--- src/iiob_pkg.sv ---
// Package for the isolated I/O byte port block: offsets, widths, access carrier
`default_nettype none
package iiob_pkg;
  localparam int unsigned DATA_W = 8;
  localparam int unsigned CHAN_N = 16;
  localparam int unsigned OFS_W = 2;
  localparam logic [1:0] OFS_IN_LO = 2'h0;
  localparam logic [1:0] OFS_IN_HI = 2'h1;
  localparam logic [1:0] OFS_OUT_LO = 2'h2;
  localparam logic [1:0] OFS_OUT_HI = 2'h3;
  localparam logic [7:0] OUT_RESET = 8'h00;
  localparam logic [7:0] RD_UNMAPPED = 8'h00;
  localparam logic [15:0] BASE_RESET = 16'h0000;

  // One host byte cycle as seen by the block
  typedef struct packed {
    logic rd;
    logic wr;
    logic [15:0] addr;
    logic [7:0] wdata;
  } iiob_req_t;
endpackage : iiob_pkg
`default_nettype wire

--- src/iiob_out_latch.sv ---
// Output byte latch holding eight isolated output channels
`timescale 1ns/1ns
`default_nettype none
module iiob_out_latch #(
  parameter int unsigned W = 8
) (
  // Clock and reset
  input wire logic clk,
  input wire logic rst_n,
  // Load strobe and data
  input wire logic load,
  input wire logic [W-1:0] din,
  // Latched drive states
  output logic [W-1:0] q
);
  logic [W-1:0] q_reg;
  logic [W-1:0] q_next;

  always_comb begin
    q_next = q_reg;
    if (load) begin
      q_next = din;
    end
  end

  always_ff @(posedge clk) begin
    if (!rst_n) begin
      q_reg <= W'(iiob_pkg::OUT_RESET);
    end else begin
      q_reg <= q_next;
    end
  end

  assign q = q_reg;

  a_latch_holds: assert property (@(posedge clk) disable iff (!rst_n)
    !load |=> q == $past(q))
    else $error("latch changed without a write");
endmodule : iiob_out_latch
`default_nettype wire

--- src/iiob_ports.sv ---
// Isolated I/O byte ports: two input bytes and two output byte latches
// Contract
// Host uses single-byte accesses only; wider accesses are not supported.
// Ports decode relative to a base address set during configuration; code uses the aligned 4-byte block holding the base, offsets wrapping in it.
// Read at offset 0 returns input channels 0 to 7.
// Read at offset 1 returns input channels 8 to 15.
// Write at offset 2 sets output channels 0 to 7; write-only.
// Write at offset 3 sets output channels 8 to 15; write-only.
// Output bytes are latched and hold until next write; bit n drives channel n.
`timescale 1ns/1ns
`default_nettype none
module iiob_ports #(
  parameter int unsigned ADDR_W = 16
) (
  // Clock and reset
  input wire logic clk,
  input wire logic rst_n,
  // Base address from configuration
  input wire logic base_load,
  input wire logic [ADDR_W-1:0] base_addr,
  // Host byte cycle
  input wire logic host_rd,
  input wire logic host_wr,
  input wire logic [ADDR_W-1:0] host_addr,
  input wire logic [7:0] host_wdata,
  output logic [7:0] host_rdata,
  output logic host_ack,
  output logic host_hit,
  // Field lines
  input wire logic [15:0] isolated_input_lines,
  output logic [15:0] isolated_output_lines
);
  logic [ADDR_W-1:0] base_reg;
  logic [ADDR_W-1:0] base_next;
  logic [7:0] rdata_reg;
  logic [7:0] rdata_next;
  logic ack_reg;
  logic ack_next;
  logic hit_reg;
  logic hit_next;
  logic in_win;
  logic [1:0] ofs;
  logic load_lo;
  logic load_hi;
  logic [7:0] out_lo;
  logic [7:0] out_hi;
  logic [15:0] out_reg;
  iiob_pkg::iiob_req_t req;

  // Window check against the assigned base; lower two bits select the port
  function automatic logic win_hit(input logic [ADDR_W-1:0] a, input logic [ADDR_W-1:0] b);
    win_hit = (a[ADDR_W-1:2] == b[ADDR_W-1:2]);
  endfunction : win_hit

  // Carrier keeps the qualifiers of one byte cycle together
  always_comb begin
    req.rd = host_rd;
    req.wr = host_wr;
    req.addr = 16'(host_addr);
    req.wdata = host_wdata;
  end

  assign in_win = win_hit(host_addr, base_reg);
  assign ofs = host_addr[1:0] - base_reg[1:0];
  assign load_lo = req.wr && in_win && ofs == iiob_pkg::OFS_OUT_LO;
  assign load_hi = req.wr && in_win && ofs == iiob_pkg::OFS_OUT_HI;

  always_comb begin
    base_next = base_reg;
    if (base_load) begin
      base_next = base_addr;
    end
  end

  // Only byte cycles exist on this port, so wider accesses cannot occur
  always_comb begin
    rdata_next = rdata_reg;
    ack_next = req.rd || req.wr;
    hit_next = (req.rd || req.wr) && in_win;
    if (req.rd) begin
      rdata_next = iiob_pkg::RD_UNMAPPED;
      if (in_win) begin
        case (ofs)
          iiob_pkg::OFS_IN_LO: rdata_next = isolated_input_lines[7:0];
          iiob_pkg::OFS_IN_HI: rdata_next = isolated_input_lines[15:8];
          // Output ports are write-only and read as zero
          default: rdata_next = iiob_pkg::RD_UNMAPPED;
        endcase
      end
    end
  end

  always_ff @(posedge clk) begin
    if (!rst_n) begin
      base_reg <= ADDR_W'(iiob_pkg::BASE_RESET);
      rdata_reg <= iiob_pkg::RD_UNMAPPED;
      ack_reg <= 1'b0;
      hit_reg <= 1'b0;
      out_reg <= {iiob_pkg::OUT_RESET, iiob_pkg::OUT_RESET};
    end else begin
      base_reg <= base_next;
      rdata_reg <= rdata_next;
      ack_reg <= ack_next;
      hit_reg <= hit_next;
      out_reg <= {out_hi, out_lo};
    end
  end

  iiob_out_latch #(.W(iiob_pkg::DATA_W)) u_lo (
    .clk(clk),
    .rst_n(rst_n),
    .load(load_lo),
    .din(req.wdata),
    .q(out_lo)
  );

  iiob_out_latch #(.W(iiob_pkg::DATA_W)) u_hi (
    .clk(clk),
    .rst_n(rst_n),
    .load(load_hi),
    .din(req.wdata),
    .q(out_hi)
  );

  // Extra flop keeps outputs registered; costs one cycle of latency to the field
  assign host_rdata = rdata_reg;
  assign host_ack = ack_reg;
  assign host_hit = hit_reg;
  assign isolated_output_lines = out_reg;

  // Read path
  a_read_low: assert property (@(posedge clk) disable iff (!rst_n)
    host_rd && in_win && ofs == iiob_pkg::OFS_IN_LO
    |=> host_rdata == $past(isolated_input_lines[7:0]))
    else $error("low input byte read wrong");
  a_read_high: assert property (@(posedge clk) disable iff (!rst_n)
    host_rd && in_win && ofs == iiob_pkg::OFS_IN_HI
    |=> host_rdata == $past(isolated_input_lines[15:8]))
    else $error("high input byte read wrong");
  a_out_ro_read: assert property (@(posedge clk) disable iff (!rst_n)
    host_rd && ofs[1]
    |=> host_rdata == 8'h00)
    else $error("write-only port read nonzero");
  a_miss_read: assert property (@(posedge clk) disable iff (!rst_n)
    host_rd && !in_win
    |=> host_rdata == 8'h00)
    else $error("read outside window returned data");
  a_rdata_hold: assert property (@(posedge clk) disable iff (!rst_n)
    !host_rd
    |=> $stable(host_rdata))
    else $error("read data changed without a read");

  // Write path
  a_write_low: assert property (@(posedge clk) disable iff (!rst_n)
    load_lo
    |=> ##1 isolated_output_lines[7:0] == $past(host_wdata, 2))
    else $error("low output byte not written");
  a_write_high: assert property (@(posedge clk) disable iff (!rst_n)
    load_hi
    |=> ##1 isolated_output_lines[15:8] == $past(host_wdata, 2))
    else $error("high output byte not written");
  a_ro_write: assert property (@(posedge clk) disable iff (!rst_n)
    host_wr && in_win && !ofs[1]
    |=> ##1 isolated_output_lines == $past(isolated_output_lines))
    else $error("write to input port changed outputs");
  a_miss_ignored: assert property (@(posedge clk) disable iff (!rst_n)
    host_wr && !in_win
    |=> ##1 isolated_output_lines == $past(isolated_output_lines))
    else $error("write outside window changed outputs");
  a_out_hold: assert property (@(posedge clk) disable iff (!rst_n)
    !host_wr [*3]
    |-> isolated_output_lines == $past(isolated_output_lines))
    else $error("outputs drifted without write");
  a_low_hold: assert property (@(posedge clk) disable iff (!rst_n)
    !load_lo
    |=> ##1 isolated_output_lines[7:0] == $past(isolated_output_lines[7:0]))
    else $error("low output byte changed without its write");
  a_high_hold: assert property (@(posedge clk) disable iff (!rst_n)
    !load_hi
    |=> ##1 isolated_output_lines[15:8] == $past(isolated_output_lines[15:8]))
    else $error("high output byte changed without its write");

  // Acknowledge and decode
  a_ack_single: assert property (@(posedge clk) disable iff (!rst_n)
    (host_rd || host_wr)
    |=> host_ack)
    else $error("byte cycle not acknowledged");
  a_ack_idle: assert property (@(posedge clk) disable iff (!rst_n)
    !(host_rd || host_wr)
    |=> !host_ack && !host_hit)
    else $error("acknowledge without a byte cycle");
  a_hit_window: assert property (@(posedge clk) disable iff (!rst_n)
    (host_rd || host_wr) && in_win
    |=> host_hit)
    else $error("window access not flagged as hit");
  a_miss_no_hit: assert property (@(posedge clk) disable iff (!rst_n)
    (host_rd || host_wr) && !in_win
    |=> !host_hit)
    else $error("access outside window flagged as hit");
  a_hit_with_ack: assert property (@(posedge clk) disable iff (!rst_n)
    host_hit
    |-> host_ack)
    else $error("hit without acknowledge");
  a_base_load: assert property (@(posedge clk) disable iff (!rst_n)
    base_load
    |=> base_reg == $past(base_addr))
    else $error("base address not taken");
  a_base_hold: assert property (@(posedge clk) disable iff (!rst_n)
    !base_load
    |=> $stable(base_reg))
    else $error("base address changed without a load");

  // Reset drives the field lines to zero and leaves the bus quiet
  a_reset_clear: assert property (@(posedge clk)
    !rst_n
    |=> !host_ack && !host_hit && host_rdata == 8'h00 && isolated_output_lines == 16'h0000)
    else $error("reset did not clear outputs");

  c_read_low: cover property (@(posedge clk) host_rd && in_win && ofs == 2'h0);
  c_read_high: cover property (@(posedge clk) host_rd && in_win && ofs == 2'h1);
  c_write_both: cover property (@(posedge clk) load_lo ##1 load_hi);
  c_rebase: cover property (@(posedge clk) base_load ##1 host_wr && in_win);
  c_miss_write: cover property (@(posedge clk) host_wr && !in_win);
endmodule : iiob_ports
`default_nettype wire

--- config.mk ---
export PLATFORM = sky130hd
export DESIGN_NAME = iiob_ports
export DESIGN_NICKNAME = d
export VERILOG_FILES = /design/src/iiob_pkg.sv /design/src/iiob_out_latch.sv /design/src/iiob_ports.sv
export SDC_FILE = /design/constraint.sdc
export NUM_CORES = 1
export LEC_CHECK = 0
export BUFFER_PORTS_ARGS = -buffer_cell sky130_fd_sc_hd__clkbuf_2
export CORE_MARGIN = 3
export CORE_UTILIZATION = 45
export CTS_CLUSTER_SIZE = 28
export DETAILED_ROUTE_END_ITERATION = 8
export PLACE_DENSITY = 0.75
export SLEW_MARGIN = 40
export SYNTH_ARGS = -nofsm -noshare
export SYNTH_HDL_FRONTEND = slang
export SYNTH_SLANG_ARGS = --single-unit
--- constraint.sdc ---
create_clock -name clk -period 4.75 [get_ports clk]
set_input_delay 0.2375 -clock clk [delete_from_list [all_inputs] [get_ports clk]]
set_output_delay 0.2375 -clock clk [all_outputs]
set_load 0.01 [all_outputs]
# --- Word level (Yosys, flattened, before mapping) ---
# Index checks and enable logic that the tools add are counted.
totals:
  ff_bits: 58
  word_cells: 20
  in_bits: 61
  out_inout_bits: 26
classes:
  n_eq_ne: 4
  n_reduce_logical: 6
  n_mux: 2
  addsub: 1
op_table:
  columns: ["operator", "count"]
  rows:
  - ["$pmux W8 S2", 1]
  - ["$eq A14 B14 Y1", 1]
  - ["$mux W8", 1]
  - ["$eq A2 B2 Y1 const B", 2]
  - ["$logic_and A1 B1 Y1", 4]
  - ["$eq A2 B1 Y1 const B", 1]
  - ["$logic_not A2 Y1", 1]
  - ["$sub A2 B2 Y2", 1]
  - ["$logic_or A1 B1 Y1", 1]

# --- Depth between registers and ports, before layout ---
# Gate-level depths: netlist of run 1.
logic_depth:
  ltp_word: 4
  ltp_mapped: 7
  ltp_nobuf: 7

# --- Cells and area by module ---
# Synthesis of run 1 repeated with hierarchy kept, for this count alone.
unflattened:
  hier_cells: 205
  hier_area_um2: 2303.5
by_module_without_submodules:
  columns: ["module", "instances", "cells_each", "seq_area_each_um2", "area_each_um2"]
  rows:
  - ["iiob_ports", 1, 155, 840.8, 1700.4]
  - ["iiob_out_latch", 2, 25, 160.2, 301.5]

# --- Worst setup path before layout of run 1 ---
# No wires, ideal clock.
synth_timing:
  kind: "register to register"
  from: "register base_reg[15]"
  to: "register u_hi.q_reg[0] (netlist: u_hi.q[0])"
  required_ns: 4.631
  arrival_time_ns: 1.663
  setup_time_ns: 0.119
  path_buffers: 1
  path_stages_with_launch: 7
  synth_period_minus_slack_ns: 1.782
  slack_ns: 2.968
  cell_sequence: "dfxtp_1 -> xor2_1 -> nor4_2 -> nand4_1 -> or4b_1 -> buf_6 -> mux2i_1"
synth_via:
  elab_chain_len: 3
synth_lines:
  columns: ["item", "line", "text"]
  rows:
  - ["start, declared", "iiob_ports.sv:33", "logic [ADDR_W-1:0] base_reg;"]
  - ["start signal, assigned", "iiob_ports.sv:95", "base_reg <= ADDR_W'(iiob_pkg::BASE_RESET);"]
  - ["start signal, assigned", "iiob_ports.sv:101", "base_reg <= base_next;"]
  - ["$eq A14 B14 Y1", "iiob_ports.sv:52", "win_hit = (a[ADDR_W-1:2] == b[ADDR_W-1:2]);"]
  - ["$logic_and A1 B1 Y1 (2 in a row)", "iiob_ports.sv:66", "assign load_hi = req.wr && in_win && ofs == iiob_pkg::OFS_OUT_HI;"]
  - ["end signal, assigned", "iiob_out_latch.sv:28", "q_reg <= W'(iiob_pkg::OUT_RESET);"]
  - ["end signal, assigned", "iiob_out_latch.sv:30", "q_reg <= q_next;"]
  - ["end, declared", "iiob_out_latch.sv:16", "logic [W-1:0] q_reg;"]
# No other way between the ends.
# A chain may end at the register's enable or synchronous reset.

# --- Final worst setup path of run 1 ---
layout_timing:
  from: "register base_reg[15]"
  to: "register u_hi.q_reg[4] (netlist: u_hi.q[4])"
# The elaborated chain is that of the path after synthesis.

==> summary.md, run 1 <==
| Metric | Value |
|---|---|
| Post-route DRC | 0 |
| Row cnt | 25 |
| R2R setup slack | 2.60 ns |
| First DRT Iteration DRCs | 49 |
| Layout cells sized above 1 | 0.338 |
| Syn avg cell area | 10.3 um^2 |
| Largest cells by area after synthesis | dfxtp_1 (51%), mux2i_1 (17%), nor2b_1 (6.4%) |
| Max incr delay on CP | 0.74 ns |
| Pre-CTS WS | 2.60 ns |
| Worst setup EP type | flop |
| Setup-violating endpoint count in the final report | 0 |
| Leak | 1.64 nW |
| CP Max Fanout | 8 |
| Reg power frac | 0.448 |
| Power Total | 1.12 mW |
| CTS tree | yes |
| N_diodes | 0 |
| Initial antenna violation count | 0 |
| Die Footprint | 5920 um^2 |
| Core Area | 4790 um^2 |
| TritonCTS sink count | 58 |
| Distinct cells, synth | 24 |
| Synthesized Nets | 282 |
| Max-cap check violation count | 0 |
| Fin worst setup slack | 2.60 ns |
| Hold_ws | 0.162 ns |
| Antenna-violating nets left | 0 |
| Routed WL | 4600 um |
| Req. time, crit path | 4.94 ns |
| Final Cell Area | 2970 um^2 |
| Pwr/cell area | 376 nW/um^2 |
| YS warnings | 0 |
| CTS clk-pin slew, worst paths | 0.06 ns |
| Worst setup path category | reg -> reg |
| Drt wl/cell | 12.2 um |
| Boundary Pins | 87 |
| Vias in the first global route | 1735 |
| Tcrit/Tclk final | 0.452 |
| Via density | 4.54 |
| P_sw | 0.230 mW |
| Fmax | 465 MHz |
| Worst min-delay path class | in -> reg |
| Final min period | 2.15 ns |
| IO buf count | 86 |
| Largest net degree at the start of global routing | 50 |
| Startpoint class of the critical path | flop |
| Final Hold Vio Count | 0 |
| Syn Inst Count | 220 |
| Crit path cell chain | xor2_1, nor4_2, nand4_1, or4b_1, mux2i_1 |
| Area Growth Syn to Fin | 30.9% |
| Cell family contributing the most delay on the critical path | simple AND/OR/NAND/NOR gates |
| Placed inst area | 2730 um^2 |
| Slowest CP cell | or4b_1 |
| Maximum clock insertion buffer count | 2 |
| Max transition margin | 0.643 |
| Clock power frac | 0.476 |
| H-tree depth | 3 |
| Fillers | 416 |
| Post-DP HPWL | 3430 um |
| CTS resizes | 0 |
| RSZ-0062 raised after global routing | no |
| TNS Setup | 0 ns |
| Seq/Total Area, Yosys | 0.512 |
| Vias | 1717 |
| Status | complete, no violations |
| Power share of the combinational group | 0.076 |
| Met3 WL | 257 um |
| Synth top area share | 0.512 |
| Gr usage total | 0.165 |
| Slew @ Worst Pin | 0.535 ns |
| Hold bufs inserted after CTS | 0 |
| Buf+Inv Stages, Crit Path | 0 |
| Root Buffer | clkbuf_8 |
| Placer Congestion | 0.713 |
| Max-slew violations | 0 |
| Met1 WL | 1850 um |
| Met2 WL | 2400 um |
| Post-CTS Setup Inserts | 0 |
| Sw Share | 0.206 |
| Clk_lat worst skew | 0.33 ns |
| DR top layer | met4 |
| Pint | 0.887 mW |
| Cell taking the most area after synthesis | dfxtp_1 |
| Peak supply drop | 0.000298 V |
| Starting Density | 0.473 |
| GRT Residual Overflow | 0 |
| Die span in x | 77.0 um |
| Die Y-Extent | 77.0 um |
| Crit path DAT | 2.34 ns |
| First-pass GRT wire length | 7490 um |
| Final net count | 368 |
| Clk_skew | 0.00470 ns |
| Drt pass-1 iters | 4 |
| #FFs+latches synth | 58 |
| CTS Buf Count | 9 |
| Synthesized cell area | 2270 um^2 |
==> logic make-up (layout without fill, tap and decap cells) <==
group | Yosys count | count (layout) | synth area share
compound gates | 9 | 9 | 0.0293
xor+xnor | 16 | 16 | 0.0618
fa+ha+maj | 1 | 1 | 0.00552
buf+inv | 29 | 120 | 0.0519
flops | 58 | 58 | 0.512
mux | 40 | 40 | 0.177
simple gates | 67 | 67 | 0.162
==> stage by stage <==
step                      utilization  cells
after global placement          0.570    362
after detailed placement        0.571    362
after CTS                       0.620    378
after floorplan                     -    220
final                           0.620    378
after global routing            0.620    378
==> cells in the mapped netlist <==
master     n
dfxtp_1   58
buf_1      1
nor4_2     3
o22ai_1    1
buf_2      1
xnor2_1    1
nor3_1     7
nand4_1    2
inv_1     18
nand2_1   26
mux2_2     1
or3_1      1
buf_6      1
or4b_1     1
ha_1       1
nor2b_1   23
clkbuf_1   8
nor2_1     1
mux2i_1   39
nand3_1    1
o21a_1     8
and2b_2    1
xor2_1    15
and2_1     1
==> power groups by stage <==
stage                     logic (mW)  registers (mW)  clock network, mW
after floorplan               0.0506           0.510                  0
after global placement        0.0841           0.511                  0
after detailed placement      0.0858           0.511                  0
after CTS                     0.0863           0.500              0.546
after global routing          0.0947           0.501              0.570
final                         0.0849           0.500              0.532
==> tightest hold or removal path, cell delays in order <==
cell and delay (ns):
clkbuf_2 0.08, nand2_1 0.07, mux2i_1 0.06
==> cell usage in the layout (no fill, tap or decap) <==
cell,Yosys,layout
and2_1,1,1
and2b_2,1,1
bufinv_16,0,3
clkbuf_1,8,2
clkbuf_2,0,85
clkbuf_4,0,1
clkbuf_8,0,9
clkinv_2,0,1
clkinvlp_4,0,1
dfxtp_1,58,58
ha_1,1,1
inv_1,18,18
mux2_2,1,1
mux2i_1,39,39
nand2_1,26,26
nand3_1,1,1
nand4_1,2,2
nor2_1,1,1
nor2b_1,23,23
nor3_1,7,7
nor4_2,3,3
o21a_1,8,8
o22ai_1,1,1
or3_1,1,1
or4b_1,1,1
xnor2_1,1,1
xor2_1,15,15
==> metal layers <==
layer / GRT usage / up-vias
li1: - / 887
met1: 0.172 / 777
met2: 0.285 / 45
met3: 0.0657 / 8
met4: 0.0815 / 0
met5: 0 / -
==> cell type report <==
| type | instances | area (um^2) | share of cell area |
|---|---|---|---|
| Tap cell | 67 | 83.8 | 0.0283 |
| Sequential cell | 58 | 1160 | 0.391 |
| Multi-Input combinational cell | 133 | 987 | 0.333 |
| Timing Repair Buffer | 86 | 433 | 0.146 |
| Inverter | 18 | 67.6 | 0.0228 |
| Clock inverter | 5 | 103 | 0.0346 |
| Clock buffer | 11 | 131 | 0.0443 |
==> path summary, 6_finish.rpt <==
| kind | start | to | cells past startpoint |
|---|---|---|---|
| hold reg to reg | u_lo.q[7]$_SDFFE_PN0P_ | isolated_output_lines[7]$_SDFF_PN0_ | 2 |
| hold / removal | host_wdata[0] | u_hi.q[0]$_SDFFE_PN0P_ | 3 |
| setup reg to reg | base_reg[15]$_SDFFE_PN0P_ | u_hi.q[4]$_SDFFE_PN0P_ | 5 |
| setup / recovery | base_reg[15]$_SDFFE_PN0P_ | u_hi.q[4]$_SDFFE_PN0P_ | 5 |
Power figures use the tool's default switching activity.
==> inputs of run 2 (changes only) <==
clock period = 2.19 ns   (was 4.75 ns; I/O delays follow)
==> summary.md, run 2 (synthesis gave the netlist of run 1 again) <==
| Metric | Value |
|---|---|
| Clk_skew | 0.00670 ns (+0.00200 ns) |
| Initial antenna violation count | 0 (unchanged) |
| Startpoint class of the critical path | flop |
| Fillers | 425 (+2.2%) |
| Worst setup EP type | flop |
| Area Growth Syn to Fin | 29.9% |
| Final min period | 1.99 ns (-0.161 ns) |
| Tcrit/Tclk final | 0.907 (+0.455) |
| Core Area | 4790 um^2 (unchanged) |
| Placer Congestion | 0.710 (-0.48%) |
| Pint | 1.76 mW (+98%) |
| Footprint of the multi-input gates | 987 um^2 (unchanged) |
| N_diodes | 0 (unchanged) |
| First DRT Iteration DRCs | 46 (-6.1%) |
| Finished Layout Cells | 380 (+0.53%) |
| Req. time, crit path | 2.38 ns (-2.56 ns) |
| Crit path DAT | 2.17 ns (-0.17 ns) |
| Final net count | 370 (+0.54%) |
| Final Hold Vio Count | 0 (unchanged) |
| Largest net degree at the start of global routing | 50 (unchanged) |
| Register area | 1160 um^2 (unchanged) |
| R2R setup slack | 0.20 ns (-2.40 ns) |
| Sw Share | 0.214 (+0.00781) |
| First-pass GRT wire length | 7490 um (unchanged) |
| Clk_lat worst skew | 0.32 ns (about the same) |
| Status | complete, no violations |
| Worst min-delay path class | in -> reg |
| Post-route DRC | 0 (unchanged) |
| P_sw | 0.478 mW (+110%) |
| TritonCTS sink count | 58 (unchanged) |
| Reg power frac | 0.485 (+0.037) |
| Post-DP HPWL | 3420 um (-0.53%) |
| Max-cap check violation count | 0 (unchanged) |
| Peak supply drop | 0.000613 V (+110%) |
| Via density | 4.49 (-1.0%) |
| CTS tree | yes |
| CTS clk-pin slew, worst paths | 0.06 ns (about the same) |
| CTS Buf Count | 9 (unchanged) |
| Leak | 1.63 nW (-0.28%) |
| RSZ-0062 raised after global routing | no |
| Power share of the combinational group | 0.084 (+0.008) |
| Most common cell after layout, fill and taps aside | clkbuf_2 |
| H-tree depth | 3 (unchanged) |
| Max-slew violations | 0 (unchanged) |
| Root Buffer | clkbuf_8 |
| Die Y-Extent | 77.0 um (unchanged) |
| Dpl cells | 364 (+0.55%) |
| Hold bufs inserted after CTS | 0 (unchanged) |
| TNS Setup | 0 ns (unchanged) |
| Vias | 1708 (-0.52%) |
| CTS resizes | 0 (unchanged) |
| Die Footprint | 5920 um^2 (unchanged) |
| Starting Density | 0.473 (unchanged) |
| Vias in the first global route | 1688 (-2.7%) |
| Row cnt | 25 (unchanged) |
| Commonest cells after routing, fill and taps aside | clkbuf_2 (85), dfxtp_1 (58), mux2i_1 (39) |
| Layout cells sized above 1 | 0.339 (+0.00104) |
| Antenna-violating nets left | 0 (unchanged) |
| Drt wl/cell | 12.0 um (-1.0%) |
| Clock power frac | 0.431 (-0.045) |
| Pwr/cell area | 760 nW/um^2 (+100%) |
| Drt pass-1 iters | 4 (unchanged) |
| Gr usage total | 0.166 (+0.00116) |
| Post-CTS Setup Inserts | 0 (unchanged) |
| Die span in x | 77.0 um (unchanged) |
| IO buf count | 86 (unchanged) |
| CP Max Fanout | 8 (unchanged) |
| Routed WL | 4570 um (-0.48%) |
| Maximum clock insertion buffer count | 2 (unchanged) |
| Fmax | 503 MHz (+8.1%) |
| Worst setup path category | reg -> reg |
| GRT Residual Overflow | 0 (unchanged) |
| Setup-violating endpoint count in the final report | 0 (unchanged) |
| Max transition margin | 0.482 (-0.162) |
| Slew @ Worst Pin | 0.777 ns (+0.242 ns) |
| Boundary Pins | 87 (unchanged) |
run 2: changes by cell type in the layout (fill, tap and decap cells not counted), sizes merged:
cell / before / now
buf: 0 / 3
bufinv: 3 / 1
clkbuf: 97 / 99
clkinvlp: 1 / 0
run 2: through the flow:
| stage | hold WS, ns | setup slack (ns) | utilization | power (mW) | instance area, um^2 |
|---|---|---|---|---|---|
| finish | 0.0448 | 0.203 | 0.615 | 2.24 | 2940 |
| global route | 0.0247 | 0.00266 | 0.615 | 2.34 | 2940 |
| CTS | 0.0299 | 0.174 | 0.615 | 2.27 | 2940 |
| detailed placement | 0.377 | 0.189 | 0.574 | 1.30 | 2750 |
| global placement | 0.369 | 0.244 | 0.574 | 1.29 | 2750 |
| floorplan | 0.235 | 0.408 | - | 1.22 | 2270 |
run 2: path summary, 6_finish.rpt:
check | to | start | cells after the start
setup / recovery | u_lo.q[2]$_SDFFE_PN0P_ | base_reg[12]$_SDFFE_PN0P_ | 5
hold / removal | u_hi.q[3]$_SDFFE_PN0P_ | host_wdata[3] | 3
setup reg to reg | u_lo.q[2]$_SDFFE_PN0P_ | base_reg[12]$_SDFFE_PN0P_ | 5
hold reg to reg | isolated_output_lines[13]$_SDFF_PN0_ | u_hi.q[5]$_SDFFE_PN0P_ | 2
run 2: power by group through the flow:
stage | registers (mW) | logic (mW) | clock network, mW
after floorplan | 1.11 | 0.110 | 0
after global placement | 1.11 | 0.187 | 0
after detailed placement | 1.11 | 0.189 | 0
after CTS | 1.09 | 0.190 | 0.992
after global routing | 1.09 | 0.209 | 1.05
final | 1.09 | 0.187 | 0.963
run 2: area by class of cell:
class | count | area share
Clock inverter | 2 | 0.0119
Inverter | 18 | 0.0230
Clock buffer | 14 | 0.0553
Tap cell | 67 | 0.0285
Sequential cell | 58 | 0.395
Timing Repair Buffer | 88 | 0.151
Multi-Input combinational cell | 133 | 0.335
run 2: metal layers:
layer  GRT usage  vias up  part of all wire
met5           0        -                 0
met4       0.116        0             0.032
met3      0.0599       12             0.061
met2       0.255       49              0.49
met1       0.190      756              0.42
li1            -      891                 -
run 2: critical path, cell delays in order, from the launching register on:
cell	delay [ns]
dfxtp_1	0.32
xor2_1	0.16
nor4_2	0.35
nand4_1	0.21
or3_1	0.62
mux2i_1	0.19
